--- src/fmid_params.svh ---
// Constants for the flash map and identification register bank.
// Assumes inclusion by the bank module and its testbench only.
`ifndef FMID_PARAMS_SVH
`define FMID_PARAMS_SVH
// Internal memory bus word addresses (flash control registers)
`define FMID_CTRL0_LO_ADDR 24'h080000
`define FMID_CTRL0_HI_ADDR 24'h080002
`define FMID_CTRL1_LO_ADDR 24'h080004
`define FMID_CTRL1_HI_ADDR 24'h080006
`define FMID_DATA0_LO_ADDR 24'h080008
`define FMID_DATA0_HI_ADDR 24'h08000a
`define FMID_DATA1_LO_ADDR 24'h08000c
`define FMID_DATA1_HI_ADDR 24'h08000e
`define FMID_ADR_LO_ADDR 24'h080010
`define FMID_ADR_HI_ADDR 24'h080012
`define FMID_ERR_ADDR 24'h080014
`define FMID_NVAP0_ADDR 24'h08dfb8
`define FMID_NVAP1L_ADDR 24'h08dfbc
`define FMID_NVAP1H_ADDR 24'h08dfbe
`define FMID_NVWP_ADDR 24'h0edfb0
// Extended peripheral bus address
`define FMID_VTAU0_ADDR 16'heb50
// Extended special-function space addresses
`define FMID_IDPV_ADDR 16'hf078
`define FMID_MEMID_ADDR 16'hf07a
`define FMID_CHIPID_ADDR 16'hf07c
`define FMID_IDMAKER_ADDR 16'hf07e
// Reset values
`define FMID_CTRL_RST 16'h0000
`define FMID_DATA_RST 16'hffff
`define FMID_NVAP0_RST 16'hacff
`define FMID_NVPROT_RST 16'hffff
`define FMID_VTAU_RST 16'hffff
// Identification fields
`define FMID_MEMTYPE_HPFLASH 4'h3
`define FMID_MEMORY_SIZE_FIELD_VAL 12'h040
`define FMID_PROG_SUPPLY_FIELD_VAL 8'h40
`define FMID_EXT_PROG_SUPPLY_FIELD_VAL 8'h00
`define FMID_BUSY_BITS 2'h3
// Flash initialisation time after reset, in ns, and its cycle count at 4 ns
`define FMID_INIT_NS 1000
`define FMID_CLK_NS 4
`define FMID_INIT_CYC ((`FMID_INIT_NS + `FMID_CLK_NS - 1) / `FMID_CLK_NS)
`endif

--- src/fmid_pkg.sv ---
// Types shared by the flash map and identification bank.
// Assumes fmid_params.svh for all numeric constants.
package fmid_pkg;
   // One word access on any of the three register spaces
   typedef struct packed {
      logic sel;
      logic wr;
      logic [23:0] addr;
      logic [15:0] wdata;
   } fmid_req_t;
   // Read answer
   typedef struct packed {
      logic valid;
      logic hit;
      logic [15:0] rdata;
   } fmid_rsp_t;
   typedef enum logic [1:0] {
      FMID_MEM_NONE,
      FMID_MEM_ROM,
      FMID_MEM_STD,
      FMID_MEM_HP
   } fmid_memtype_t;
   typedef enum {FMID_INIT_RUN, FMID_INIT_DONE} fmid_init_t;
endpackage : fmid_pkg

--- src/fmid_bank.sv ---
// Flash control register map and the four read-only identification words.
// Assumes each CPU bus presents a one-cycle word request synchronous to sys_clk;
// answers appear one cycle later from flip-flops.
`timescale 1ns/1ps
`include "fmid_params.svh"
module fmid_bank
   import fmid_pkg::*;
#(
   parameter int INIT_CYCLES = `FMID_INIT_CYC,
   parameter logic [11:0] CHIP_ID = 12'h5a5, // arbitrary value
   parameter logic [3:0] REV_ID = 4'h1, // arbitrary value
   parameter logic [15:0] MAKER_ID = 16'h0a5b // arbitrary value
) (
   // Clock and reset
   input wire logic sys_clk,
   input wire logic resetn,
   // Boot select pin level, sampled when reset releases
   input wire logic bootSelectPin,
   // Internal memory bus
   input wire fmid_req_t ibusReq,
   output fmid_rsp_t ibusRsp,
   // Extended peripheral bus
   input wire fmid_req_t xbusReq,
   output fmid_rsp_t xbusRsp,
   // Extended special-function space
   input wire fmid_req_t esfrReq,
   output fmid_rsp_t esfrRsp,
   // Initialisation status
   output logic initDone
);
   // =====================================================================
   // Flash control storage
   localparam int NREG = 15;
   localparam logic [23:0] ADDRS [NREG] = '{`FMID_CTRL0_LO_ADDR, `FMID_CTRL0_HI_ADDR,
      `FMID_CTRL1_LO_ADDR, `FMID_CTRL1_HI_ADDR, `FMID_DATA0_LO_ADDR, `FMID_DATA0_HI_ADDR,
      `FMID_DATA1_LO_ADDR, `FMID_DATA1_HI_ADDR, `FMID_ADR_LO_ADDR, `FMID_ADR_HI_ADDR,
      `FMID_ERR_ADDR, `FMID_NVAP0_ADDR, `FMID_NVAP1L_ADDR, `FMID_NVAP1H_ADDR,
      `FMID_NVWP_ADDR};
   localparam logic [15:0] RSTV [NREG] = '{`FMID_CTRL_RST, `FMID_CTRL_RST,
      `FMID_CTRL_RST, `FMID_CTRL_RST, `FMID_DATA_RST, `FMID_DATA_RST,
      `FMID_DATA_RST, `FMID_DATA_RST, `FMID_CTRL_RST, `FMID_CTRL_RST,
      `FMID_CTRL_RST, `FMID_NVAP0_RST, `FMID_NVPROT_RST, `FMID_NVPROT_RST,
      `FMID_NVPROT_RST};

   logic [15:0] flashReg_r [NREG];
   logic [NREG-1:0] ibusHit;
   logic [15:0] vtau_r;

   // One word register per entry; decode is a full word address, no bit select
   genvar gi;
   generate
      for (gi = 0; gi < NREG; gi++) begin : g_freg
         assign ibusHit[gi] = ibusReq.sel && (ibusReq.addr == ADDRS[gi]);
         always_ff @(posedge sys_clk or negedge resetn) begin
            if (!resetn) begin
               flashReg_r[gi] <= RSTV[gi];
            end else if (ibusHit[gi] && ibusReq.wr) begin
               flashReg_r[gi] <= ibusReq.wdata;
            end
         end
      end
   endgenerate

   // Internal bus read mux
   logic [15:0] ibusRd;
   always_comb begin
      ibusRd = 16'h0000;
      for (int i = 0; i < NREG; i++) begin
         if (ibusHit[i]) begin
            ibusRd = flashReg_r[i];
         end
      end
   end

   // Internal bus answer; unmapped reads return zero with hit low
   always_ff @(posedge sys_clk or negedge resetn) begin
      if (!resetn) begin
         ibusRsp <= '0;
      end else begin
         ibusRsp.valid <= ibusReq.sel;
         ibusRsp.hit <= |ibusHit;
         ibusRsp.rdata <= ibusRd;
      end
   end

   // =====================================================================
   // Volatile unprotection register, peripheral bus only
   logic xbusHit;
   assign xbusHit = xbusReq.sel && (xbusReq.addr == {8'h00, `FMID_VTAU0_ADDR});

   always_ff @(posedge sys_clk or negedge resetn) begin
      if (!resetn) begin
         vtau_r <= `FMID_VTAU_RST;
      end else if (xbusHit && xbusReq.wr) begin
         vtau_r <= xbusReq.wdata;
      end
   end

   // Peripheral bus answer
   always_ff @(posedge sys_clk or negedge resetn) begin
      if (!resetn) begin
         xbusRsp <= '0;
      end else begin
         xbusRsp.valid <= xbusReq.sel;
         xbusRsp.hit <= xbusHit;
         xbusRsp.rdata <= xbusHit ? vtau_r : 16'h0000;
      end
   end

   // =====================================================================
   // Flash initialisation sequencer
   fmid_init_t initState_r;
   logic [$clog2(INIT_CYCLES+1)-1:0] initCnt_r;
   logic bootSampled_r;

   // Strap caught on the first clock after release; async reset takes constants only
   always_ff @(posedge sys_clk or negedge resetn) begin
      if (!resetn) begin
         bootSampled_r <= 1'b0;
      end else begin
         bootSampled_r <= 1'b1;
      end
   end

   // Internal boot skips the wait: flash is already initialised at release
   always_ff @(posedge sys_clk or negedge resetn) begin
      if (!resetn) begin
         initState_r <= FMID_INIT_RUN;
         initCnt_r <= '0;
      end else begin
         case (initState_r)
            FMID_INIT_RUN: begin
               if (!bootSampled_r && bootSelectPin) begin
                  initState_r <= FMID_INIT_DONE;
               end else if (initCnt_r == ($bits(initCnt_r))'(INIT_CYCLES - 1)) begin
                  initState_r <= FMID_INIT_DONE;
               end else begin
                  initCnt_r <= initCnt_r + 1'b1;
               end
            end
            FMID_INIT_DONE: initState_r <= FMID_INIT_DONE;
            default: initState_r <= FMID_INIT_RUN;
         endcase
      end
   end

   always_ff @(posedge sys_clk or negedge resetn) begin
      if (!resetn) begin
         initDone <= 1'b0;
      end else begin
         initDone <= (initState_r == FMID_INIT_DONE);
      end
   end

   // =====================================================================
   // Identification words, constant except the busy bits
   logic [15:0] memory_type_size_ident;
   logic [15:0] programming_voltage_ident;
   logic [15:0] chip_revision_ident;
   logic esfrHit;
   logic [15:0] esfrRd;
   fmid_memtype_t memType;
   assign memType = FMID_MEM_HP;
   // Top two bits read as busy until initialisation ends, the software poll point
   assign memory_type_size_ident = (initState_r == FMID_INIT_DONE) ?
      {2'b00, 2'(memType), `FMID_MEMORY_SIZE_FIELD_VAL} :
      {`FMID_BUSY_BITS, 2'(memType), `FMID_MEMORY_SIZE_FIELD_VAL};
   assign programming_voltage_ident = {`FMID_EXT_PROG_SUPPLY_FIELD_VAL, `FMID_PROG_SUPPLY_FIELD_VAL};
   assign chip_revision_ident = {CHIP_ID, REV_ID};

   // Read-only decode; write strobes are not looked at
   always_comb begin
      esfrHit = esfrReq.sel;
      case (esfrReq.addr[15:0])
         `FMID_IDPV_ADDR: esfrRd = programming_voltage_ident;
         `FMID_MEMID_ADDR: esfrRd = memory_type_size_ident;
         `FMID_CHIPID_ADDR: esfrRd = chip_revision_ident;
         `FMID_IDMAKER_ADDR: esfrRd = MAKER_ID;
         default: begin
            esfrRd = 16'h0000;
            esfrHit = 1'b0;
         end
      endcase
      if (esfrReq.addr[23:16] != 8'h00) begin
         esfrHit = 1'b0;
         esfrRd = 16'h0000;
      end
   end

   // Extended special-function answer
   always_ff @(posedge sys_clk or negedge resetn) begin
      if (!resetn) begin
         esfrRsp <= '0;
      end else begin
         esfrRsp.valid <= esfrReq.sel;
         esfrRsp.hit <= esfrHit;
         esfrRsp.rdata <= esfrRd;
      end
   end

   // =====================================================================
   // Assertions
   property p_busyBits;
      @(posedge sys_clk) disable iff (!resetn)
      esfrReq.sel && esfrReq.addr == {8'h00, `FMID_MEMID_ADDR} && !initDone
      && initState_r != FMID_INIT_DONE |=> esfrRsp.rdata[15:14] == 2'b11;
   endproperty
   busy_bits_set_a: assert property (p_busyBits)
      else $error("memory ident busy bits not set");
   mem_ready_read_a: assert property (@(posedge sys_clk) disable iff (!resetn)
      esfrReq.sel && esfrReq.addr == {8'h00, `FMID_MEMID_ADDR} && initDone
      |=> esfrRsp.rdata == 16'h3040)
      else $error("memory ident wrong after init");
   prog_word_a: assert property (@(posedge sys_clk) disable iff (!resetn)
      esfrReq.sel && esfrReq.addr == {8'h00, `FMID_IDPV_ADDR}
      |=> esfrRsp.rdata == 16'h0040 && esfrRsp.hit)
      else $error("programming voltage word wrong");
   chip_word_a: assert property (@(posedge sys_clk) disable iff (!resetn)
      esfrReq.sel && esfrReq.addr == {8'h00, `FMID_CHIPID_ADDR}
      |=> esfrRsp.rdata[3:0] == REV_ID)
      else $error("revision nibble wrong");
   init_stays_a: assert property (@(posedge sys_clk) disable iff (!resetn)
      initDone |=> initDone)
      else $error("initialisation status fell back");
   init_bound_a: assert property (@(posedge sys_clk) disable iff (!resetn)
      $rose(bootSampled_r) |-> ##[1:300] initDone)
      else $error("initialisation did not finish");
   boot_fast_a: assert property (@(posedge sys_clk) disable iff (!resetn)
      $rose(bootSampled_r) && $past(bootSelectPin) |-> ##1 initDone)
      else $error("internal boot not immediately ready");
   data_reset_a: assert property (@(posedge sys_clk) disable iff (!resetn)
      $rose(bootSampled_r) |-> flashReg_r[4] == 16'hffff || $past(ibusHit[4]))
      else $error("data register reset value wrong");
   nvap_read_a: assert property (@(posedge sys_clk) disable iff (!resetn)
      ibusHit[11] && !ibusReq.wr |=> ibusRsp.rdata == $past(flashReg_r[11]))
      else $error("protection register read wrong");
   vtau_extended_peripheral_bus_a: assert property (@(posedge sys_clk) disable iff (!resetn)
      ibusReq.sel && ibusReq.addr == {8'h00, `FMID_VTAU0_ADDR} |=> !ibusRsp.hit)
      else $error("unprotect register seen on internal bus");
   cov_ext_boot_c: cover property (@(posedge sys_clk) disable iff (!resetn)
      $rose(initDone) && !bootSelectPin);
   cov_flash_wr_c: cover property (@(posedge sys_clk) disable iff (!resetn)
      ibusReq.sel && ibusReq.wr && |ibusHit);
   cov_id_wr_c: cover property (@(posedge sys_clk) disable iff (!resetn)
      esfrReq.sel && esfrReq.wr && esfrHit);
   cov_int_boot_c: cover property (@(posedge sys_clk) disable iff (!resetn)
      $rose(initDone) && bootSelectPin);
   cov_busy_read_c: cover property (@(posedge sys_clk) disable iff (!resetn)
      esfrReq.sel && esfrReq.addr == {8'h00, `FMID_MEMID_ADDR} && !initDone);

   // =====================================================================
   // Bus answer timing and decode on the internal and peripheral buses

   // Every request gets exactly one answer on the next cycle
   internal_memory_bus_valid_a: assert property (@(posedge sys_clk) disable iff (!resetn)
      ibusReq.sel |=> ibusRsp.valid)
      else $error("internal bus answer missing");
   // No answer appears without a request
   internal_memory_bus_idle_a: assert property (@(posedge sys_clk) disable iff (!resetn)
      !ibusReq.sel |=> !ibusRsp.valid)
      else $error("internal bus answer without request");
   // Unmapped internal bus words read zero and miss
   internal_memory_bus_miss_a: assert property (@(posedge sys_clk) disable iff (!resetn)
      ibusReq.sel && !(|ibusHit) |=> !ibusRsp.hit && ibusRsp.rdata == 16'h0000)
      else $error("unmapped internal bus word answered");
   // Peripheral bus read returns the unprotect register as it stood
   extended_peripheral_bus_vtau_a: assert property (@(posedge sys_clk) disable iff (!resetn)
      xbusHit && !xbusReq.wr |=> xbusRsp.rdata == $past(vtau_r) && xbusRsp.hit)
      else $error("unprotect register read wrong");
   // Flash control words are not reachable from the peripheral bus
   extended_peripheral_bus_flash_miss_a: assert property (@(posedge sys_clk) disable iff (!resetn)
      xbusReq.sel && xbusReq.addr == `FMID_CTRL0_LO_ADDR |=> !xbusRsp.hit)
      else $error("flash register seen on peripheral bus");
   // Peripheral bus answers every request on the next cycle
   extended_peripheral_bus_valid_a: assert property (@(posedge sys_clk) disable iff (!resetn)
      xbusReq.sel |=> xbusRsp.valid)
      else $error("peripheral bus answer missing");

   // =====================================================================
   // Whole-word stores; a partial store would leave stale bits behind

   // Control word takes the full written value
   word_store_a: assert property (@(posedge sys_clk) disable iff (!resetn)
      ibusHit[0] && ibusReq.wr |=> flashReg_r[0] == $past(ibusReq.wdata))
      else $error("control word store incomplete");
   // Unprotect register takes the full written value
   vtau_store_a: assert property (@(posedge sys_clk) disable iff (!resetn)
      xbusHit && xbusReq.wr |=> vtau_r == $past(xbusReq.wdata))
      else $error("unprotect word store incomplete");

   // =====================================================================
   // Identification words

   // Flash words never show up in the special-function space
   extended_special_function_space_flash_miss_a: assert property (@(posedge sys_clk) disable iff (!resetn)
      esfrReq.sel && esfrReq.addr == `FMID_CTRL0_LO_ADDR
      |=> !esfrRsp.hit && esfrRsp.rdata == 16'h0000)
      else $error("flash register seen in special-function space");
   // Maker word reads its fixed value
   maker_word_a: assert property (@(posedge sys_clk) disable iff (!resetn)
      esfrReq.sel && esfrReq.addr == {8'h00, `FMID_IDMAKER_ADDR}
      |=> esfrRsp.rdata == MAKER_ID && esfrRsp.hit)
      else $error("maker word wrong");
   // Device field sits above the revision nibble
   chip_field_a: assert property (@(posedge sys_clk) disable iff (!resetn)
      esfrReq.sel && esfrReq.addr == {8'h00, `FMID_CHIPID_ADDR}
      |=> esfrRsp.rdata[15:4] == CHIP_ID)
      else $error("device field wrong");
   // Memory type reads high-performance flash before and after init
   mem_type_a: assert property (@(posedge sys_clk) disable iff (!resetn)
      esfrReq.sel && esfrReq.addr == {8'h00, `FMID_MEMID_ADDR}
      |=> esfrRsp.rdata[13:12] == 2'h3)
      else $error("memory type field wrong");
   // No external programming supply is ever reported
   vpp_zero_a: assert property (@(posedge sys_clk) disable iff (!resetn)
      esfrReq.sel && esfrReq.addr == {8'h00, `FMID_IDPV_ADDR}
      |=> esfrRsp.rdata[15:8] == 8'h00)
      else $error("external programming supply not zero");
   // Busy bits clear once init is reported done
   busy_clear_a: assert property (@(posedge sys_clk) disable iff (!resetn)
      esfrReq.sel && esfrReq.addr == {8'h00, `FMID_MEMID_ADDR} && initDone
      |=> esfrRsp.rdata[15:14] == 2'b00)
      else $error("busy bits still set after init");
   // A write to an identification word still answers as a hit
   id_write_hit_a: assert property (@(posedge sys_clk) disable iff (!resetn)
      esfrReq.sel && esfrReq.wr && esfrHit |=> esfrRsp.hit && esfrRsp.valid)
      else $error("identification write not answered");
endmodule : fmid_bank

--- config.mk ---
export PLATFORM = sky130hd
export DESIGN_NAME = fmid_bank
export DESIGN_NICKNAME = d
export VERILOG_FILES = /design/src/fmid_pkg.sv /design/src/fmid_bank.sv
export VERILOG_INCLUDE_DIRS = /design/src
export SDC_FILE = /design/constraint.sdc
export NUM_CORES = 1
export LEC_CHECK = 0
export BUFFER_PORTS_ARGS = -buffer_cell sky130_fd_sc_hd__buf_4
export CAP_MARGIN = 15
export CORE_UTILIZATION = 39
export CTS_CLUSTER_DIAMETER = 150
export DETAILED_ROUTE_END_ITERATION = 7
export GPL_TIMING_DRIVEN = 0
export SYNTH_ARGS = -nofsm -noshare
export SYNTH_HDL_FRONTEND = slang
export SYNTH_SLANG_ARGS = --single-unit
--- constraint.sdc ---
create_clock -name sys_clk -period 4.55 [get_ports sys_clk]
set_clock_uncertainty 0.05 [all_clocks]
set_input_delay 0.455 -clock sys_clk [delete_from_list [all_inputs] [get_ports sys_clk]]
set_output_delay 0.455 -clock sys_clk [all_outputs]
set_load 0.02 [all_outputs]
==> flow_summary_export.csv, run 1 <==
group,metric,value,unit
global_routing,grt_start_max_net_pins,121,
power_and_ir_drop,p_leak,7.862,nW
sta,drv_slew,0,
sta,fmax,261.1,MHz
cts,cts_root_buf,"clkbuf_16",
worst_setup_path,cpMaxStageDelayCell,"nor4_1",
route,drt_wl_total,39.38,mm
power_and_ir_drop,power_density,339.8,nW/um^2
global_routing,track_usage,21.04,%
floorplan,core_area,36610,um^2
cts,cts.sinks,312,
placed_design,io_buffers,160,
worst_setup_path,r2r-start,"flashReg_r[205]",
cts,clock_latency,530,ps
route,antenna_left,0,
floorplan,die_x,194.7,um
min_path,min_from,"esfrReq[17]",
cts,clockBufferDepth,3,
sta,whs,76.50,ps
cts,h-tree-depth,2,
cts,post_cts_resized,0,
route,drt_iter0_markers,741,
placed_design,numPlacedInstances,1784,
logic_synthesis,yosys_warnings,0,
finish,mostFrequentLayoutCell,"mux2_2",
sta,worst_pin_slew,1042,ps
worst_setup_path,crit_arrival,4150,ps
route,wl_per_cell,21.25,um
worst_setup_path,worstRegToRegCells,6,
floorplan,dieArea,37910,um^2
floorplan,pin_count,184,
finish,diodes,0,
logic_synthesis,yosys.cell_types.count,66,
logic_synthesis,yosys.area.top_type_share,29.72,%
worst_setup_path,cp_max_fo,10,
logic_synthesis,ys_top_cells_by_area,"dfrtp_1 30%, dfstp_2 25%, mux2_2 20%",
worst_setup_path,startpoint_type,"primary input",
worst_setup_path,startpoint,"ibusReq[32]",
cts,path_clk_slew,60,ps
logic_synthesis,yosys_register_bits,312,
finish,nets,1489,
sta,rsz0062_at_grt,"false",
worst_setup_path,crit_end,"ibusRsp[8]",
global_routing,gr-total-overflow,0,
route,drt_pass1_iterations,5,
global_routing,grt_pass1_wl,61.72,mm
sta,finalSetupViolCount,0,
power_and_ir_drop,ir_drop,0.0002613,V
floorplan,start_util,39.56,%
logic_synthesis,async_reset_ff_share,100.0,%
cts,cts_tree,"done",
route,vias,10390,
worst_setup_path,critPathKind,"in -> reg",
worst_setup_path,r2r-end,"ibusRsp[13]",
flow_run,cap_violations,0,
worst_setup_path,critPathCaptureType,"flop",
worst_setup_path,slowest_delay,580,ps
floorplan,die_y,194.7,um
finish,area_growth,21.44,%
logic_synthesis,synth_top_cell_by_area,"dfrtp_1",
placed_design,dp_hpwl,29.31,mm
global_routing,antenna_found_initial,0,
min_path,hold_class,"in -> reg",
route,vias_per_cell,5.606,
route,drc,0,
finish,final_cell_mix,"255 x mux2_2, 172 x dfrtp_1, 169 x buf_4",
logic_synthesis,avgSynthCellArea,12.59,um^2
worst_setup_path,r2r_slack,2240,ps
logic_synthesis,syn_inst,1150,
run_status,outcome,"finished, final reports clean",
logic_synthesis,synth_area,14480,um^2
sta,relSlewSlack,29.55,%
worst_setup_path,required,4870,ps
power_and_ir_drop,finalPower,5.976,mW
logic_synthesis,synth_top_flop_cell,"dfrtp_1",
global_routing,grt_pass1_vias,10660,
cts,numCtsBuffers,35,
sta,min_period_over_period,84.16,%
placed_design,place.gp.congestion,0.8952,
sta,finalHoldViolCount,0,
logic_synthesis,synth_edf_count,0,
worst_setup_path,crit_path_frequent_cell,"clkbuf_1",
finish,drive_above_1_share,48.16,%
logic_synthesis,ys_seq_area_share,55.12,%
finish,final_cells,1853,
worst_setup_path,worstPathCellList,"buf_4 > or4b_4 > nor4_1 > clkbuf_1 > clkbuf_1 > buf_1 > a221oi_1 > o31ai_1 > a21oi_1",
sta,fin_crit,3829,ps
floorplan,fp-row-count,70,
-- per-layer routing --
layer	wire length, um	track usage, %
met5	0	0
met4	843	5.526
met3	2614	4.512
met2	18440	34.02
met1	17480	28.59
-- worst min path at each step --
stage                               end  slack [ps]  cells past startpoint
after detailed placement       initDone         380                      0
final                       esfrRsp[14]          80                      2
after global routing        esfrRsp[14]          80                      2
after CTS                   esfrRsp[14]          60                      2
after floorplan           bootSampled_r         110                      0
after global placement         initDone         390                      0
-- timing repair --
action,in CTS,in global routing
endpoints found under the hold margin,49,0
hold buffers,4,0
setup buffers,0,0
-- where the power goes --
group	switching (mW)	total, mW	internal (mW)
registers	0.000576	2.78	2.78
clock network	1.16	2.92	1.75
logic	0.176	0.276	0.100
total	1.34	5.98	4.64
-- through the flow --
step / instance area [um^2] / TNS (ps) / util, % / setup WS, ps
2_1_floorplan: 14500 / 0 / - / 1612
3_3_place_gp: 16280 / 0 / 44.48 / 3.058
3_5_place_dp: 16350 / -33.93 / 44.65 / -29.21
4_1_cts: 17580 / 0 / 48.02 / 529.1
5_1_grt: 17590 / 0 / 48.04 / 613.0
6_report: 17590 / 0 / 48.04 / 720.5
-- logic make-up after synthesis --
family,Yosys count,share of synthesized area (%)
AOI/OAI and AO/OA,193,10.20
xor gates and xnor gates,8,0.4838
adders and majority gates,2,0.1728
buffers and inverters,129,3.698
DFF,312,55.12
muxes,258,20.04
other,2,0.05186
and+or+nand+nor,246,10.23
-- layout make-up --
type,instances,area (um^2)
plain buffers,106,449.2
clock buffers,51,1027
clock inverters,13,168.9
fillers,3353,19020
inverters,23,86.33
multi-input cells,713,5978
flip-flops and latches,312,7983
well taps,468,585.6
repair buffers,167,1309
-- synth_stat cells, types with 3 or more instances --
library cell  count
a2111oi_0        12
nand4b_1          5
xnor2_1           4
o31ai_1          12
or2_2             4
o221a_2          12
nand3_2           5
or3_1             4
dfstp_2         140
buf_1             9
nor4_1           22
a222oi_1          3
nand3_1          47
a22oi_1           4
and2_1           22
or4_1            16
or4b_2            3
o211ai_1          5
and3_1            7
a22o_1           26
a21oi_1          15
inv_1            23
a221oi_1         26
buf_2            10
o41ai_1           3
clkbuf_1         76
mux2_2          255
xor2_1            4
o21ai_0          33
o2111ai_1        14
buf_4            10
o22ai_1          15
nand2_1          29
nor2b_1          17
nand4_1           8
nor3_1            4
nor2_1           29
dfrtp_1         172
nor4b_1           8
-- sequential cells by signal, summed over array words and instances, names as in the netlist --
| signal | count |
|---|---|
| initDone | 1 |
| ibusRsp | 18 |
| initCnt_r | 8 |
| xbusRsp | 18 |
| esfrRsp | 9 |
| bootSampled_r | 1 |
| flashReg_r | 240 |
| initState_r | 1 |
| vtau_r | 16 |
-- worst max-delay path, delay by kind of cell --
kind                   cells  cell delay (ps)
AO/OA/AOI/OAI              3             1000
buffers and inverters      4             1550
AND/OR/NAND/NOR            2             1140
Note: power is estimated with default switching activity, not from simulation.
==> run 2, diff against run 1 <==
--- a/config.mk
+++ b/config.mk
@@ -6,6 +6,7 @@
 export SDC_FILE = /design/constraint.sdc
 export NUM_CORES = 1
 export LEC_CHECK = 0
+export ABC_AREA = 1
 export BUFFER_PORTS_ARGS = -buffer_cell sky130_fd_sc_hd__buf_4
 export CAP_MARGIN = 15
 export CORE_UTILIZATION = 39
==> constraint.sdc (replaced) <==
create_clock -name sys_clk -period 3.21 [get_ports sys_clk]
set_clock_uncertainty 0.05 [all_clocks]
set_input_delay 0.321 -clock sys_clk [delete_from_list [all_inputs] [get_ports sys_clk]]
set_output_delay 0.321 -clock sys_clk [all_outputs]
set_load 0.02 [all_outputs]
==> run 2 against run 1 <==
Against the previous run:
- sequential power is 42% higher
- register-to-register slack worse by 790 ps
- synthesized area is 0.29% lower
- total power is 38% higher
- sequential share of layout area is 0.11 points lower
- non-clock buffer count is 8 lower
- clock power is 35% higher
- via count is 18% higher
- synthesized cell count is 47% higher
- core utilization is 0.24 points higher
- critical endpoint is now ibusRsp[6]
- largest cell class unchanged
==> flow_summary_export.csv, run 2 <==
group,metric,value,unit
placed_design,post_dp_cell_area,16310,um^2
floorplan,core_area,36520,um^2
route,wl_per_cell,18.90,um
logic_synthesis,yosys.cell_types.count,43,
floorplan,fp-row-count,70,
global_routing,grt_pass1_wl,70.79,mm
logic_synthesis,yosys_register_bits,312,
route,drt_wl_total,45.58,mm
worst_setup_path,startpoint_type,"primary input",
run_status,outcome,"finished, final reports clean",
worst_setup_path,critPathCaptureType,"flop",
finish,nets,2051,
cts,cts_tree,"done",
finish,diodes,0,
logic_synthesis,yosys_warnings,0,
logic_synthesis,synthTopCellsByCount,"418 x nand2_1, 236 x inv_1, 191 x o21ai_0",
sta,fin_crit,2928,ps
cts,cts_root_buf,"clkbuf_16",
finish,area_growth,22.10,%
floorplan,pin_count,184,
logic_synthesis,yosys.area.top_type_share,29.81,%
cts,cts.sinks,312,
finish,register_area,7983,um^2
sta,finalSetupViolCount,0,
logic_synthesis,synth_area,14440,um^2
route,antenna_left,0,
cts,numCtsBuffers,35,
finish,reg_top3,"flashReg_r: 240 flops, ibusRsp: 18 flops, xbusRsp: 18 flops",
finish,mostFrequentLayoutCell,"nand2_1",
logic_synthesis,synth_top_cell_by_area,"dfrtp_1",
worst_setup_path,crit_arrival,3320,ps
finish,fin_util,48.27,%
route,vias,12300,
placed_design,io_buffers,161,
route,vias_per_cell,5.099,
finish,num-fill-cells,3471,
worst_setup_path,required,3600,ps
route,drt_iter0_markers,1153,
global_routing,grt_start_max_net_pins,111,
sta,min_period_over_period,91.21,%
finish,largest_register_ffs,240,
cts,post_cts_resized,0,
floorplan,die_y,194.4,um
cts,h-tree-depth,2,
global_routing,antenna_found_initial,1,
cts,path_clk_slew,60,ps
sta,fmax,341.5,MHz
flow_run,cap_violations,0,
logic_synthesis,synth_edf_count,0,
sta,drv_slew,0,
route,drt_pass1_iterations,5,
sta,rsz0062_at_grt,"false",
logic_synthesis,async_reset_ff_share,100.0,%
floorplan,start_util,39.54,%
logic_synthesis,avgSynthCellArea,8.514,um^2
finish,drive_above_1_share,22.38,%
global_routing,gr-total-overflow,0,
sta,worst_pin_slew,847.2,ps
placed_design,dp_hpwl,31.85,mm
finish,final_cell_mix,"418 x nand2_1, 236 x inv_1, 191 x o21ai_0",
sta,relSlewSlack,43.52,%
worst_setup_path,cp_max_fo,10,
global_routing,track_usage,24.56,%
sta,finalHoldViolCount,0,
global_routing,grt_pass1_vias,11910,
logic_synthesis,syn_inst,1696,
logic_synthesis,synth_top_flop_cell,"dfrtp_1",
finish,multi_input_area,5174,um^2
placed_design,place.gp.congestion,0.8639,
finish,fin_area,17630,um^2
floorplan,die_x,194.4,um
logic_synthesis,synth.most_common_cell,"nand2_1",
logic_synthesis,ys_top_cells_by_area,"dfrtp_1 30%, dfstp_2 25%, nand2_1 11%",
route,drc,0,
power_and_ir_drop,ir_drop,0.0003889,V
worst_setup_path,critPathKind,"in -> reg",
cts,clock_latency,540,ps
logic_synthesis,ys_seq_area_share,55.28,%
floorplan,dieArea,37800,um^2
power_and_ir_drop,power_density,468.2,nW/um^2
min_path,hold_class,"in -> reg",
cts,clockBufferDepth,3,
power_and_ir_drop,p_leak,8.656,nW
cts,cts_setup_buffers,0,
finish,top_register,"flashReg_r",
-- run 2: stage by stage --
stage	hold WS [ps]	setup TNS (ps)	std cells	worst slack (ps)	total power, mW
after floorplan	-24.59	0	1700	1143	4.070
after global placement	389.8	-183020	2329	-1098	4.350
after detailed placement	381.0	-35.08	2331	-31.53	4.364
after CTS	3.006	0	2412	392.0	8.338
after global routing	21.44	0	2412	165.5	8.504
final	20.19	0	2412	282.1	8.255
-- run 2: area by class of cell --
cell class	count	area share [%]
multi-input combinational	1060	29.34
clock inverter	7	0.2839
timing repair buffer	183	8.346
clock buffer	54	6.061
sequential	312	45.28
inverter	246	5.237
buffer	82	2.129
tap	468	3.321
-- run 2: routing by layer --
layer,routed length (um),track usage [%],vias to the layer above
met3,3380,4.459,71
met5,0,0,-
li1,-,-,5826
met2,20390,38.30,473
met4,1282,7.055,0
met1,20520,34.87,5928
-- run 2: cells by family after synthesis --
family,Yosys count,synth area share (%)
AO/OA/AOI/OAI,354,12.93
XOR/XNOR,7,0.4246
adder cells (fa/ha/maj),2,0.1733
buffers and inverters,328,8.994
flip-flops,312,55.28
multiplexers,49,3.535
other,2,0.05201
AND/OR/NAND/NOR,642,18.61
-- run 2: where the power goes --
group	total (mW)	switching, mW	leakage, nW	internal [mW]
Combinational	0.371	0.241	4.37	0.129
Sequential	3.95	0.000734	3.73	3.95
Clock	3.94	1.65	0.556	2.29
Total	8.25	1.89	8.66	6.37
-- run 2: repair_timing --
action / 4_1_cts / 5_1_grt
hold buffers: 20 / 0
endpoints found under the hold margin: 65 / 0
endpoints found under the setup margin: 0 / 0
-- run 2: worst max-delay path: stages --
cell           delay [ps]
dlygate4sd3_1         530
buf_4                 150
nand3_2                90
nor2_4                160
nand4_1               400
nand2_1               380
buf_2                 310
o21ai_0               120
nand2_1               100
nand2_1                60
nand2_1               120
nand2_1                80
nand2_1               140
nand2_1               120
a21oi_1               210
-- run 2: worst paths after layout --
kind                                  from              end  slack [ps]  depth (start not counted)
max reg2reg                flashReg_r[232]       ibusRsp[8]        1450                         12
max in group asynchronous           resetn    flashReg_r[4]        1690                          3
min                             ibusReq[5]  flashReg_r[149]          20                          3
max                            ibusReq[41]       ibusRsp[6]         280                         15
min reg2reg                   initCnt_r[5]     initCnt_r[5]         410                          1
min in group asynchronous           resetn  flashReg_r[186]         390                          2
